--- config.mk ---
export PLATFORM = sky130hd
export DESIGN_NAME = hof_filter_clamp
export DESIGN_NICKNAME = d
export VERILOG_FILES = /design/src/hdl/hof_pkg.sv /design/src/hdl/hof_filter_clamp.sv
export SDC_FILE = /design/constraint.sdc
export NUM_CORES = 1
export LEC_CHECK = 0
export BUFFER_PORTS_ARGS = -buffer_cell sky130_fd_sc_hd__buf_2
export CAP_MARGIN = 25
export CORE_ASPECT_RATIO = 0.6
export CORE_MARGIN = 3
export CORE_UTILIZATION = 50
export DETAILED_ROUTE_END_ITERATION = 10
export HOLD_SLACK_MARGIN = 0.06
export PLACE_DENSITY = 0.79
export SLEW_MARGIN = 10
export SYNTH_ARGS = -nofsm -noshare
export SYNTH_HDL_FRONTEND = slang
export SYNTH_SLANG_ARGS = --single-unit
export TNS_END_PERCENT = 1
--- constraint.sdc ---
create_clock -name sys_clk -period 10.5 [get_ports sys_clk]
set_input_delay 1.575 -clock sys_clk [delete_from_list [all_inputs] [get_ports sys_clk]]
set_output_delay 1.575 -clock sys_clk [all_outputs]
set_load 0.03 [all_outputs]
--- src/hdl/hof_pkg.sv ---
/*
 * hof_pkg: constants, register map and carrier types of the hall output
 * filter and clamp block.
 * assumes a single 100 MHz system clock and a plain strobe register port.
 */
package hof_pkg;

	// clock and sample rates
	localparam int CLK_HZ         = 100_000_000;
	localparam int DSP_RATE_HZ    = 16_000;
	localparam int DAC_RATE_HZ    = 256_000;
	localparam int DSP_PERIOD_CYC = CLK_HZ / DSP_RATE_HZ;      // 6250 cycles
	localparam int DAC_PERIOD_CYC = CLK_HZ / DAC_RATE_HZ;      // 390, rounded down
	localparam int INTERP_STEPS   = DAC_RATE_HZ / DSP_RATE_HZ; // 16 dac ticks per dsp sample
	localparam int INTERP_SHIFT   = 4;

	// data widths
	localparam int SAMPLE_W = 16;
	localparam int RESULT_W = 18;
	localparam int CODE_W   = 12;
	localparam int FRAC_W   = 8;
	localparam int ACC_W    = SAMPLE_W + FRAC_W + 1;
	localparam int IACC_W   = CODE_W + INTERP_SHIFT;
	localparam int CNT_W    = 16;
	localparam logic [CODE_W-1:0] CODE_MAX = 12'hfff;

	// filter select codes and shift per code (nominal corners 78..1320 Hz)
	localparam logic [2:0]  SEL_OFF      = 3'h7;
	localparam logic [27:0] LP_SHIFT_TAB = {4'h1, 4'h1, 4'h2, 4'h2, 4'h3, 4'h3, 4'h5};

	// register indices on the port
	localparam int ADDR_W = 3;
	localparam logic [ADDR_W-1:0] ADDR_FILTER_SEL = 3'h0;
	localparam logic [ADDR_W-1:0] ADDR_LOWER      = 3'h1;
	localparam logic [ADDR_W-1:0] ADDR_UPPER      = 3'h2;
	localparam logic [ADDR_W-1:0] ADDR_IRQ_STATUS = 3'h3;
	localparam logic [ADDR_W-1:0] ADDR_IRQ_MASK   = 3'h4;
	localparam logic [ADDR_W-1:0] ADDR_DIAG       = 3'h5;
	localparam logic [ADDR_W-1:0] ADDR_CODE       = 3'h6;
	localparam int DATA_W = 16;

	// values after reset
	localparam logic [2:0]        RST_FILTER_SEL = 3'h0;
	localparam logic [CODE_W-1:0] RST_LOWER      = 12'h000;
	localparam logic [CODE_W-1:0] RST_UPPER      = 12'hfff;

	// interrupt status bits
	localparam int IRQ_W         = 4;
	localparam int IRQ_SUPPLY    = 0;
	localparam int IRQ_MEM_FIXED = 1;
	localparam int IRQ_MEM_FATAL = 2;
	localparam int IRQ_CLAMP     = 3;

	// interpolator states
	typedef enum logic [1:0] {
		HOF_IDLE = 2'b01,
		HOF_RAMP = 2'b10
	} hof_interp_e;

	// register port request
	typedef struct packed {
		logic              wr;
		logic              rd;
		logic [ADDR_W-1:0] addr;
		logic [DATA_W-1:0] wdata;
	} hof_bus_s;

	// all state of the block
	typedef struct packed {
		logic [2:0]                 filterSel;
		logic [CODE_W-1:0]          lowerLimit;
		logic [CODE_W-1:0]          upperLimit;
		logic [IRQ_W-1:0]           irqStatus;
		logic [IRQ_W-1:0]           irqMask;
		logic [DATA_W-1:0]          rdData;
		logic                       irq;
		logic signed [ACC_W-1:0]    lpAcc;
		logic [CNT_W-1:0]           dspCnt;
		logic signed [SAMPLE_W-1:0] dspSample;
		logic                       dspValid;
		logic [CNT_W-1:0]           dacCnt;
		hof_interp_e                interpState;
		logic [IACC_W-1:0]          interpAcc;
		logic signed [IACC_W:0]     interpStep;
		logic [CODE_W-1:0]          interpTarget;
		logic [4:0]                 stepCnt;
		logic [CODE_W-1:0]          dacCode;
		logic                       dacValid;
		logic                       memFatal;
		logic                       clampHit;
	} hof_state_s;

endpackage : hof_pkg

--- src/hdl/hof_filter_clamp.sv ---
/*
 * hof_filter_clamp: input low-pass filter, dsp result limiter, dac
 * interpolation filter, output clamp and error override, with registers.
 * register map by index: 0 filter select, 1 lower limit, 2 upper limit,
 * 3 interrupt status (write one to clear), 4 interrupt mask,
 * 5 diagnostics (read only), 6 current output code (read only);
 * unmapped indices read zero and drop writes.
 * each supply and memory fault bit sets on every cycle its cause is present,
 * the clamp bit only on dac ticks that clamp, and a new event wins over a clear written in the same cycle.
 * the interpolator ramps in sixteen output ticks towards each new
 * result; a result that lands mid-ramp restarts it from where it is.
 * a fault on two or more memory lines latches until reset, so the
 * output stays at full scale even after the lines read clean again.
 * the clamp has no enable: limits parked at 0x000 and 0xfff let the
 * whole code range through.
 * assumes converter samples, dsp results and fault flags synchronous to
 * sys_clk; the dsp sits outside and returns one result per sample.
 */
//
// Contract
// - low-pass has unity dc gain exactly
// - three-bit select gives eight filter settings; codes 1/2, 3/4 and 5/6 share a shift here, five distinct
// - select seven passes samples unfiltered
// - filtered samples reach dsp at 16 kHz
// - interpolator always on, 256 kHz output
// - out of range output held at clamp
// - two 12-bit clamp codes, code over 4096
// - lower above upper lets upper win
// - single line memory error gets corrected
// - errors in two lines force full output
// - supply under or over forces high
// - adjusted signal limited to 12 bits
`timescale 1ns/1ns
module hof_filter_clamp #(
	parameter int DSP_PERIOD = hof_pkg::DSP_PERIOD_CYC,
	parameter int DAC_PERIOD = hof_pkg::DAC_PERIOD_CYC,
	parameter int NUM_LINES  = 8
) (
	// clock and reset
	input  wire logic                                 sys_clk,
	input  wire logic                                 rst_b,
	// register port
	input  wire logic [hof_pkg::ADDR_W-1:0]           regAddr,
	input  wire logic [hof_pkg::DATA_W-1:0]           regWdata,
	input  wire logic                                 regWr,
	input  wire logic                                 regRd,
	output logic      [hof_pkg::DATA_W-1:0]           regRdata,
	output logic                                      irq,
	// hall converter samples
	input  wire logic signed [hof_pkg::SAMPLE_W-1:0]  adcSample,
	input  wire logic                                 adcValid,
	// dsp input and result
	output logic signed [hof_pkg::SAMPLE_W-1:0]       dspSample,
	output logic                                      dspValid,
	input  wire logic signed [hof_pkg::RESULT_W-1:0]  dspResult,
	input  wire logic                                 dspResultValid,
	// diagnostics inputs
	input  wire logic                                 supplyUnder,
	input  wire logic                                 supplyOver,
	input  wire logic [NUM_LINES-1:0]                 memLineErr,
	// dac output
	output logic [hof_pkg::CODE_W-1:0]                dacCode,
	output logic                                      dacValid
);

	// refuse settings the counters cannot serve, at elaboration
	if (DSP_PERIOD < 2 || DSP_PERIOD >= (1 << hof_pkg::CNT_W))
	begin : g_bad_dsp_period
		$error("DSP_PERIOD out of range");
	end
	if (DAC_PERIOD < 1 || DAC_PERIOD >= (1 << hof_pkg::CNT_W))
	begin : g_bad_dac_period
		$error("DAC_PERIOD out of range");
	end
	if (NUM_LINES < 2 || NUM_LINES > 255)
	begin : g_bad_num_lines
		$error("NUM_LINES out of range");
	end
	// the ramp counter is five bits and the step is a plain shift
	if (hof_pkg::INTERP_STEPS != (1 << hof_pkg::INTERP_SHIFT) || hof_pkg::INTERP_STEPS > 31)
	begin : g_bad_interp
		$error("interpolation steps do not match the shift");
	end

	// last counts of the tick counters and the rounding offset
	localparam logic [hof_pkg::CNT_W-1:0] DSP_LAST = hof_pkg::CNT_W'(DSP_PERIOD - 1);
	localparam logic [hof_pkg::CNT_W-1:0] DAC_LAST = hof_pkg::CNT_W'(DAC_PERIOD - 1);
	localparam logic signed [hof_pkg::ACC_W-1:0] ROUND_HALF =
		hof_pkg::ACC_W'(1 << (hof_pkg::FRAC_W - 1));

	// registered state, its next value and the request bundle
	hof_pkg::hof_state_s s_reg;
	hof_pkg::hof_state_s s_next;
	hof_pkg::hof_bus_s   bus;

	// request bundle
	assign bus.wr    = regWr;
	assign bus.rd    = regRd;
	assign bus.addr  = regAddr;
	assign bus.wdata = regWdata;

	// combinational helpers
	logic signed [hof_pkg::ACC_W-1:0] xScaled;
	logic signed [hof_pkg::ACC_W-1:0] lpDiff;
	logic signed [hof_pkg::ACC_W-1:0] lpRound;
	logic [3:0]                       lpShift;
	logic [7:0]                       errLines;
	logic signed [hof_pkg::RESULT_W-1:0] limitedRes;
	logic [hof_pkg::CODE_W-1:0]       limCode;
	logic [hof_pkg::CODE_W-1:0]       rawCode;
	logic [hof_pkg::CODE_W-1:0]       lowClamped;
	logic [hof_pkg::CODE_W-1:0]       clampCode;
	logic                             clampActive;
	logic                             supplyFault;
	logic                             memFixed;
	logic                             memFatalNow;
	logic                             dspTick;
	logic                             dacTick;
	logic signed [hof_pkg::IACC_W:0]  rampDiff;
	logic [hof_pkg::IRQ_W-1:0]        irqEvents;
	logic [hof_pkg::IRQ_W-1:0]        irqClear;
	logic                             errOverride;
	logic [hof_pkg::DATA_W-1:0]       rdMux;

	// count memory lines that report a parity error
	always_comb
	begin
		errLines = 8'h00;
		for (int i = 0; i < NUM_LINES; i++)
			errLines = errLines + {7'h00, memLineErr[i]};
	end

	// low-pass filter arithmetic, sample scaled into fraction bits
	always_comb
	begin
		xScaled = hof_pkg::ACC_W'(adcSample) <<< hof_pkg::FRAC_W;
		lpDiff  = xScaled - s_reg.lpAcc;
		if (s_reg.filterSel == hof_pkg::SEL_OFF)
			lpShift = 4'h0;
		else
			lpShift = hof_pkg::LP_SHIFT_TAB[{s_reg.filterSel[2:0], 2'b00} +: 4];
		lpRound = (s_reg.lpAcc + ROUND_HALF) >>> hof_pkg::FRAC_W;
	end

	// dsp result limiter to an unsigned 12-bit code
	always_comb
	begin
		limitedRes = dspResult;
		if (dspResult < 0)
			limCode = 12'h000;
		else if (dspResult > hof_pkg::RESULT_W'(hof_pkg::CODE_MAX))
			limCode = hof_pkg::CODE_MAX;
		else
			limCode = limitedRes[hof_pkg::CODE_W-1:0];
	end

	// ramp step towards the new target, sixteen ticks per result
	always_comb
	begin
		rampDiff = $signed({1'b0, limCode, 4'h0}) - $signed({1'b0, s_reg.interpAcc});
	end

	// clamp, lower first so upper wins when limits cross
	always_comb
	begin
		rawCode     = s_reg.interpAcc[hof_pkg::IACC_W-1 -: hof_pkg::CODE_W];
		lowClamped  = (rawCode < s_reg.lowerLimit) ? s_reg.lowerLimit : rawCode;
		clampCode   = (lowClamped > s_reg.upperLimit) ? s_reg.upperLimit : lowClamped;
		clampActive = (clampCode != rawCode);
	end

	// diagnostics and tick decode
	always_comb
	begin
		supplyFault = supplyUnder | supplyOver;
		memFixed    = (errLines == 8'h01);
		memFatalNow = (errLines > 8'h01);
		dspTick     = (s_reg.dspCnt == DSP_LAST);
		dacTick     = (s_reg.dacCnt == DAC_LAST);
	end

	// error override, a supply or fatal memory fault beats any clamped code
	always_comb
	begin
		errOverride = supplyFault | s_reg.memFatal | memFatalNow;
	end

	// interrupt events and write-one-to-clear mask
	always_comb
	begin
		irqEvents = '0;
		irqEvents[hof_pkg::IRQ_SUPPLY]    = supplyFault;
		irqEvents[hof_pkg::IRQ_MEM_FIXED] = memFixed;
		irqEvents[hof_pkg::IRQ_MEM_FATAL] = memFatalNow;
		irqEvents[hof_pkg::IRQ_CLAMP]     = dacTick & clampActive;
		irqClear = '0;
		if (bus.wr && bus.addr == hof_pkg::ADDR_IRQ_STATUS)
			irqClear = bus.wdata[hof_pkg::IRQ_W-1:0];
	end

	// read multiplexer, unmapped indices read zero
	always_comb
	begin
		case (bus.addr)
			hof_pkg::ADDR_FILTER_SEL: rdMux = {13'h0, s_reg.filterSel};
			hof_pkg::ADDR_LOWER:      rdMux = {4'h0, s_reg.lowerLimit};
			hof_pkg::ADDR_UPPER:      rdMux = {4'h0, s_reg.upperLimit};
			hof_pkg::ADDR_IRQ_STATUS: rdMux = {12'h000, s_reg.irqStatus};
			hof_pkg::ADDR_IRQ_MASK:   rdMux = {12'h000, s_reg.irqMask};
			hof_pkg::ADDR_DIAG:       rdMux = {12'h000, s_reg.clampHit,
				s_reg.memFatal, memFixed, supplyFault};
			hof_pkg::ADDR_CODE:       rdMux = {4'h0, s_reg.dacCode};
			default:                  rdMux = '0;
		endcase
	end

	// next state
	always_comb
	begin
		s_next          = s_reg;
		s_next.dspValid = 1'b0;
		s_next.dacValid = 1'b0;
		s_next.rdData   = '0;

		// register writes
		if (bus.wr)
		begin
			case (bus.addr)
				hof_pkg::ADDR_FILTER_SEL: s_next.filterSel  = bus.wdata[2:0];
				hof_pkg::ADDR_LOWER:      s_next.lowerLimit = bus.wdata[11:0];
				hof_pkg::ADDR_UPPER:      s_next.upperLimit = bus.wdata[11:0];
				hof_pkg::ADDR_IRQ_MASK:   s_next.irqMask    = bus.wdata[hof_pkg::IRQ_W-1:0];
				default:                  s_next.rdData     = '0;
			endcase
		end

		// register reads, data stand in the following cycle
		if (bus.rd)
			s_next.rdData = rdMux;

		// sticky status, a new event beats a clear in the same cycle
		s_next.irqStatus = (s_reg.irqStatus & ~irqClear) | irqEvents;
		s_next.irq       = |(s_next.irqStatus & s_next.irqMask);

		// uncorrectable memory stays fatal until reset
		if (memFatalNow)
			s_next.memFatal = 1'b1;

		// low-pass update on each converter sample
		if (adcValid)
		begin
			if (s_reg.filterSel == hof_pkg::SEL_OFF)
				s_next.lpAcc = xScaled;
			else
				s_next.lpAcc = s_reg.lpAcc + (lpDiff >>> lpShift);
		end

		// decimated hand-over to the dsp
		if (dspTick)
		begin
			s_next.dspCnt    = '0;
			s_next.dspValid  = 1'b1;
			s_next.dspSample = lpRound[hof_pkg::SAMPLE_W-1:0];
		end
		else
			s_next.dspCnt = s_reg.dspCnt + 1'b1;

		// dac tick counter runs free
		if (dacTick)
			s_next.dacCnt = '0;
		else
			s_next.dacCnt = s_reg.dacCnt + 1'b1;

		// interpolator, a new result restarts the ramp from where it stands
		case (s_reg.interpState)
			hof_pkg::HOF_IDLE:
			begin
				s_next.interpState = hof_pkg::HOF_IDLE;
			end
			hof_pkg::HOF_RAMP:
			begin
				if (dacTick)
				begin
					s_next.interpAcc = hof_pkg::IACC_W'($signed({1'b0, s_reg.interpAcc})
						+ s_reg.interpStep);
					s_next.stepCnt = s_reg.stepCnt - 1'b1;
					if (s_reg.stepCnt == 5'h01)
					begin
						s_next.interpAcc   = {s_reg.interpTarget, 4'h0};
						s_next.interpState = hof_pkg::HOF_IDLE;
					end
				end
			end
			default:
			begin
				s_next.interpState = hof_pkg::HOF_IDLE;
			end
		endcase
		if (dspResultValid)
		begin
			s_next.interpTarget = limCode;
			s_next.interpStep   = rampDiff >>> hof_pkg::INTERP_SHIFT;
			s_next.stepCnt      = 5'(hof_pkg::INTERP_STEPS);
			s_next.interpState  = hof_pkg::HOF_RAMP;
		end

		// output sample: clamp then error override
		if (dacTick)
		begin
			s_next.dacValid = 1'b1;
			s_next.clampHit = clampActive;
			if (errOverride)
				s_next.dacCode = hof_pkg::CODE_MAX;
			else
				s_next.dacCode = clampCode;
		end
	end

	// state register
	always_ff @(posedge sys_clk or negedge rst_b)
	begin
		if (!rst_b)
		begin
			s_reg              <= '0;
			s_reg.filterSel    <= hof_pkg::RST_FILTER_SEL;
			s_reg.lowerLimit   <= hof_pkg::RST_LOWER;
			s_reg.upperLimit   <= hof_pkg::RST_UPPER;
			s_reg.interpState  <= hof_pkg::HOF_IDLE;
		end
		else
			s_reg <= s_next;
	end

	// outputs straight from the state register
	assign regRdata  = s_reg.rdData;
	assign irq       = s_reg.irq;
	assign dspSample = s_reg.dspSample;
	assign dspValid  = s_reg.dspValid;
	assign dacCode   = s_reg.dacCode;
	assign dacValid  = s_reg.dacValid;

endmodule : hof_filter_clamp

==> flow_summary.yaml, run 1 <==
worst_hold_path:
  whs_path_depth: 2
  whs_endpoint: "dspSample[15]"
  hold_start: "dspSample[15]"
  hold_path_class: "register to register"
drt:
  avgViaCountPerCell: 6.04
  drc: 0
  vias: 12300
  drt-wirelength-per-cell_um: 19.0
  routed_wl_mm: 38.8
  dr.first_iter.drc_count: 1453
  final_antenna_net_count: 0
  dr.pass1.iters: 5
sta:
  layout_min_cycle_time_ns: 6.45
  setup-tns-final_ns: 0
  hold_viol: 0
  finalSetupViolCount: 0
  fin_skew_ns: 0.0104
  maxSlewHeadroom: 0.300
  finalMaxSlewViolations: 0
  holdWs_ns: 0.474
  setup_ws_ns: 4.05
  finalCritPeriodShare: 0.614
  rsz0062_at_grt: "no"
  max_freq_mhz: 155
  max_slew.worst_pin.slew_ns: 1.05
finish:
  design_area_um2: 15100
  finalNetCount: 1845
  largest_reg_flops: 130
  final.fill_count: 2375
  drive_above_1_share: 0.135
  instances_no_fill: 2038
  area_delta_synth_final_pct: 8.06
  final_util: 0.561
synth:
  postSynthCellCount: 1627
  async_reset_ff_frac: 1.00
  synth.most_common_cell: "nand2_1"
  synth_seq_cells: 185
  synth_common_cells: "nand2_1 (183), dfrtp_1 (172), nor2_1 (133)"
  avgSynthCellArea_um2: 8.62
  ys_types: 83
  syn-cell-area_um2: 14000
  synth_edf_count: 0
  synth_ff_type: "dfrtp_1"
  netlist.area_leader.share: 0.307
  yosys_warnings: 0
  ys_seq_area_frac: 0.331
  yosysTopAreaCell: "dfrtp_1"
  synth_area_leaders: "dfrtp_1 (31%), ha_1 (9.4%), nand2_1 (4.9%)"
run_status:
  status: "finished, final reports clean"
setup_path:
  critPathCaptureType: "register"
  r2r-end: "s_reg[137]"
  path_class: "primary input to register"
  r2r-start: "s_reg[117]"
  reg2reg_slack_ns: 4.70
  cp.required_ns: 10.83
  crit_arrival_ns: 6.77
  start_kind: "primary input"
  path_max_fanout: 7
  rr_worst_depth: 20
cts:
  root_buffer: "clkbuf_16"
  postCtsHoldBufs: 0
  cts_resized: 0
  clk_latency_ns: 0.45
  cts_tree: "built"
  cts.path.max_buffers: 2
  numCtsBuffers: 17
  cts.clk_slew.worst_paths_ns: 0.07
  htreeDepth: 4
  cts.sinks: 185
  cts_setup_buffers: 0
global_routing:
  grt_pass1_vias: 11400
  grt_pass1_wl_mm: 61.8
  grtUsageTotal: 0.258
  grt.overflow.total: 0
  antenna_found_initial: 1
  grt_max_degree: 74
placement:
  dp_hpwl_mm: 29.5
  placedCellCount: 2006
  port_buffers: 107
  gp_congestion: 0.955
  pre_cts_slack_ns: 3.74
  dpl-instance-area_um2: 14600
floorplan:
  design.core.area_um2: 27000
  die_h_um: 136
  die_width_um: 222
  num_io_pins: 116
  rows: 46
  die-area_um2: 30100
  start_util: 0.519
run:
  maxCapViolations: 0
power_and_ir_drop:
  p_leak_nw: 7.15
  power-per-cell-area_nw_per_um2: 275
  total_power_mw: 4.17
  peakVddDrop_uv: 154
[layer usage]
layer,up-vias,wire length (um),track usage,part of all wire
met3,48,4510,0.0721,0.12
li1,5759,-,-,-
met2,620,15300,0.349,0.39
met1,5878,18400,0.399,0.47
met4,0,600,0.0614,0.015
met5,-,0,0,0
[kinds of logic (layout without fill, tap and decap cells)]
family	count (synthesis)	in the layout	share of synthesized area
compound gates	397	397	0.182
xor+xnor	118	118	0.0737
fa+ha+maj	111	111	0.102
buf+inv	209	256	0.0694
flops	185	185	0.331
mux	92	92	0.0702
other cells	1	5	0.000268
simple gates	514	514	0.171
[how the worst max path moves through the flow]
| stage | startpoint | to | slack [ns] | cells past startpoint |
|---|---|---|---|---|
| after floorplan | adcSample[0] | s_reg[137] | 4.65 | 19 |
| after global placement | adcSample[0] | s_reg[137] | 3.72 | 20 |
| after detailed placement | adcSample[0] | s_reg[137] | 3.74 | 20 |
| after CTS | adcSample[0] | s_reg[137] | 4.19 | 20 |
| after global routing | adcSample[0] | s_reg[139] | 3.75 | 20 |
| final | adcSample[6] | s_reg[137] | 4.05 | 20 |
[power breakdown]
part	switching (mW)	leakage, nW	internal, mW
clock	0.293	0.277	0.351
combinational	1.52	4.54	1.05
sequential	0.135	2.33	0.821
total	1.95	7.15	2.22
[critical path, stage by stage]
cell      delay (ns)
buf_2           0.11
ha_1            0.42
and2_2          0.27
nor2b_1         0.15
nor3_1          0.70
a21o_1          0.29
xnor2_1         0.17
nand2_1         0.08
a21oi_1         0.20
a21oi_1         0.11
mux2i_1         0.29
ha_1            0.34
and4_1          0.23
a211oi_1        0.43
nand3_1         0.16
and2_1          0.20
a41o_1          0.28
o21a_1          0.20
o21ai_0         0.13
or3b_2          0.45
[area by class of cell]
type / instances / area, um^2 / area share
Clock inverter: 10 / 93.8 / 0.00620
Multi-Input combinational cell: 1236 / 8430 / 0.556
Inverter: 104 / 390 / 0.0258
Sequential cell: 185 / 4650 / 0.307
Clock buffer: 21 / 480 / 0.0317
Antenna cell: 1 / 2.50 / 0.000165
Tap cell: 360 / 450 / 0.0297
Timing Repair Buffer: 121 / 657 / 0.0434
[cells in the final DEF, fill, tap and decap left out, types with 60 or more instances in the layout]
master,netlist,routed
o21ai_0,113,113
buf_2,1,106
dfrtp_1,172,172
mux2i_1,60,60
nand2_1,183,183
ha_1,105,105
inv_1,103,103
nor2_1,133,133
xnor2_1,67,67
a21oi_1,90,90
Power figures use the tool's default switching activity.
==> run 2: changes to the inputs <==
ABC_AREA = 1   (was unset)
PLACE_DENSITY = 0.78   (was 0.79)
clock period = 6.07 ns   (was 10.5 ns; I/O delays follow)
==> flow_summary.yaml, run 2 <==
global_routing:
  met2_usage: 0.367
  globalRouteMet1Util: 0.436
  top_usage_layer: "met1"
  grt_pass1_vias: 12800
  grtUsageTotal: 0.278
  grt.overflow.total: 0
  grt_pass1_wl_mm: 68.0
  antenna_found_initial: 0
  grt_max_degree: 72
  met3_usage: 0.0752
sta:
  max_slew.worst_pin.slew_ns: 0.971
  finalSetupViolCount: 0
  setup-tns-final_ns: 0
  finalMaxSlewViolations: 0
  fin_skew_ns: 0.0147
  hold_viol: 0
  finalCritPeriodShare: 0.873
  rsz0062_at_grt: "no"
  holdWs_ns: 0.479
  setup_ws_ns: 0.772
  max_freq_mhz: 189
  maxSlewHeadroom: 0.351
  layout_min_cycle_time_ns: 5.30
synth:
  async_reset_ff_frac: 1.00
  synth_ff_type: "dfrtp_1"
  netlist.area_leader.share: 0.297
  syn-cell-area_um2: 14500
  ys_types: 64
  synth_seq_cells: 185
  synth_area_leaders: "dfrtp_1 (30%), nand2_1 (12%), ha_1 (9.1%)"
  yosysTopAreaCell: "dfrtp_1"
  postSynthCellCount: 2019
  ys_seq_area_frac: 0.321
  synth.most_common_cell: "nand2_1"
  synth_edf_count: 0
  synth_common_cells: "nand2_1 (466), inv_1 (277), dfrtp_1 (172)"
  avgSynthCellArea_um2: 7.17
  yosys_warnings: 0
floorplan:
  start_util: 0.516
  die_width_um: 226
  die_h_um: 138
  design.core.area_um2: 28100
  die-area_um2: 31100
  num_io_pins: 116
  rows: 47
placement:
  dp_hpwl_mm: 33.3
  dpl-instance-area_um2: 15000
  gp_congestion: 0.967
  pre_cts_slack_ns: 1.06
  port_buffers: 107
  placedCellCount: 2413
worst_hold_path:
  hold_path_class: "primary input to asynchronous set/reset pin"
cts:
  numCtsBuffers: 17
  cts_tree: "built"
  cts.clk_slew.worst_paths_ns: 0.08
  postCtsHoldBufs: 0
  htreeDepth: 4
  cts_resized: 0
  clk_latency_ns: 0.46
  root_buffer: "clkbuf_16"
  cts.sinks: 185
  cts.path.max_buffers: 2
  cts_setup_buffers: 0
setup_path:
  path_max_fanout: 4
  reg2reg_slack_ns: 0.77
  r2r-end: "s_reg[132]"
  path_class: "register to register"
  cp.required_ns: 6.38
  start_kind: "register"
  crit_arrival_ns: 5.61
  critPathCaptureType: "register"
  r2r-start: "s_reg[117]"
  rr_worst_depth: 24
drt:
  vias: 14100
  avgViaCountPerCell: 5.78
  drt-wirelength-per-cell_um: 17.6
  routed_wl_mm: 43.1
  dr.first_iter.drc_count: 1904
  drc: 0
  final_antenna_net_count: 0
  dr.pass1.iters: 6
run:
  maxCapViolations: 0
power_and_ir_drop:
  peakVddDrop_uv: 247
  power-per-cell-area_nw_per_um2: 449
  total_power_mw: 7.02
  p_leak_nw: 8.24
finish:
  diodes: 0
  layout_commonest_cell: "nand2_1"
  final_util: 0.558
  layout_common_cells: "nand2_1 (466), inv_1 (277), dfrtp_1 (172), o21ai_0 (165), nand3_1 (162)"
  instances_no_fill: 2447
  drive_above_1_share: 0.113
  largest_reg_flops: 130
  area_delta_synth_final_pct: 8.07
  design_area_um2: 15700
  finalNetCount: 2247
run_status:
  status: "finished, final reports clean"
run 2: changes by cell type after synthesis, sizes merged, moves of 47 or more:
| cell | previous run | this run |
|---|---|---|
| inv | 104 | 285 |
| mux2i | 60 | 4 |
| nand2 | 183 | 484 |
| nand3 | 47 | 166 |
| o21ai | 113 | 174 |
| xnor2 | 67 | 20 |
run 2: worst max-delay path by stage:
| stage | startpoint | endpoint | slack, ns | cells past startpoint |
|---|---|---|---|---|
| 3_5_place_dp | adcSample[1] | s_reg[134] | 1.06 | 21 |
| 4_1_cts | s_reg[117] | s_reg[132] | 1.04 | 24 |
| 2_1_floorplan | adcSample[4] | s_reg[136] | 1.95 | 22 |
| 6_report | s_reg[117] | s_reg[132] | 0.77 | 24 |
| 5_1_grt | s_reg[117] | s_reg[132] | 0.50 | 24 |
| 3_3_place_gp | adcSample[5] | s_reg[137] | 1.05 | 24 |
run 2: cell families (layout without fill, tap and decap cells):
family | Yosys count | after routing | share of synthesized area
AND/OR/NAND/NOR | 873 | 873 | 0.268
AO/OA/AOI/OAI | 396 | 396 | 0.156
buffers and inverters | 385 | 443 | 0.114
flip-flops | 185 | 185 | 0.321
adder cells (fa/ha/maj) | 111 | 111 | 0.0990
XOR/XNOR | 64 | 64 | 0.0392
multiplexers | 4 | 4 | 0.00276
other | 1 | 4 | 0.000259
run 2: metal layers:
layer	wire length [um]	up-vias
met5	0	-
met4	728	0
met3	5120	68
met2	16100	755
met1	21100	6571
li1	-	6752
run 2: cell type report:
type,count,area (um^2)
Sequential cell,185,4650
Clock buffer,19,453
Clock inverter,13,134
Multi-Input combinational cell,1452,8200
Timing Repair Buffer,123,679
Tap cell,367,459
Inverter,288,1080
Fill cell,2583,12400
run 2: power breakdown:
group | total [mW] | switching (mW) | internal [mW]
Sequential | 1.59 | 0.179 | 1.41
Combinational | 4.28 | 2.79 | 1.49
Clock | 1.16 | 0.557 | 0.600
Total | 7.02 | 3.52 | 3.50
run 2: worst max-delay path, stage by stage (launching register included):
cell and delay (ns):
dfrtp_1 0.39, inv_1 0.14, ha_1 0.20, nand2_1 0.11, nor2_2 0.26, nand2_1 0.14
nor2_1 0.11, nand2_1 0.09, nor2_1 0.50, xor2_1 0.23, o21ai_0 0.13, o21ai_0 0.34
o21ai_0 0.22, fa_1 0.48, nand3b_1 0.17, nand2_1 0.11, inv_1 0.05, nor2_1 0.08
nor2_1 0.10, o21ai_0 0.57, a21oi_1 0.19, nand2_1 0.10, nand2_1 0.05, o21ai_0 0.29
o22ai_1 0.11
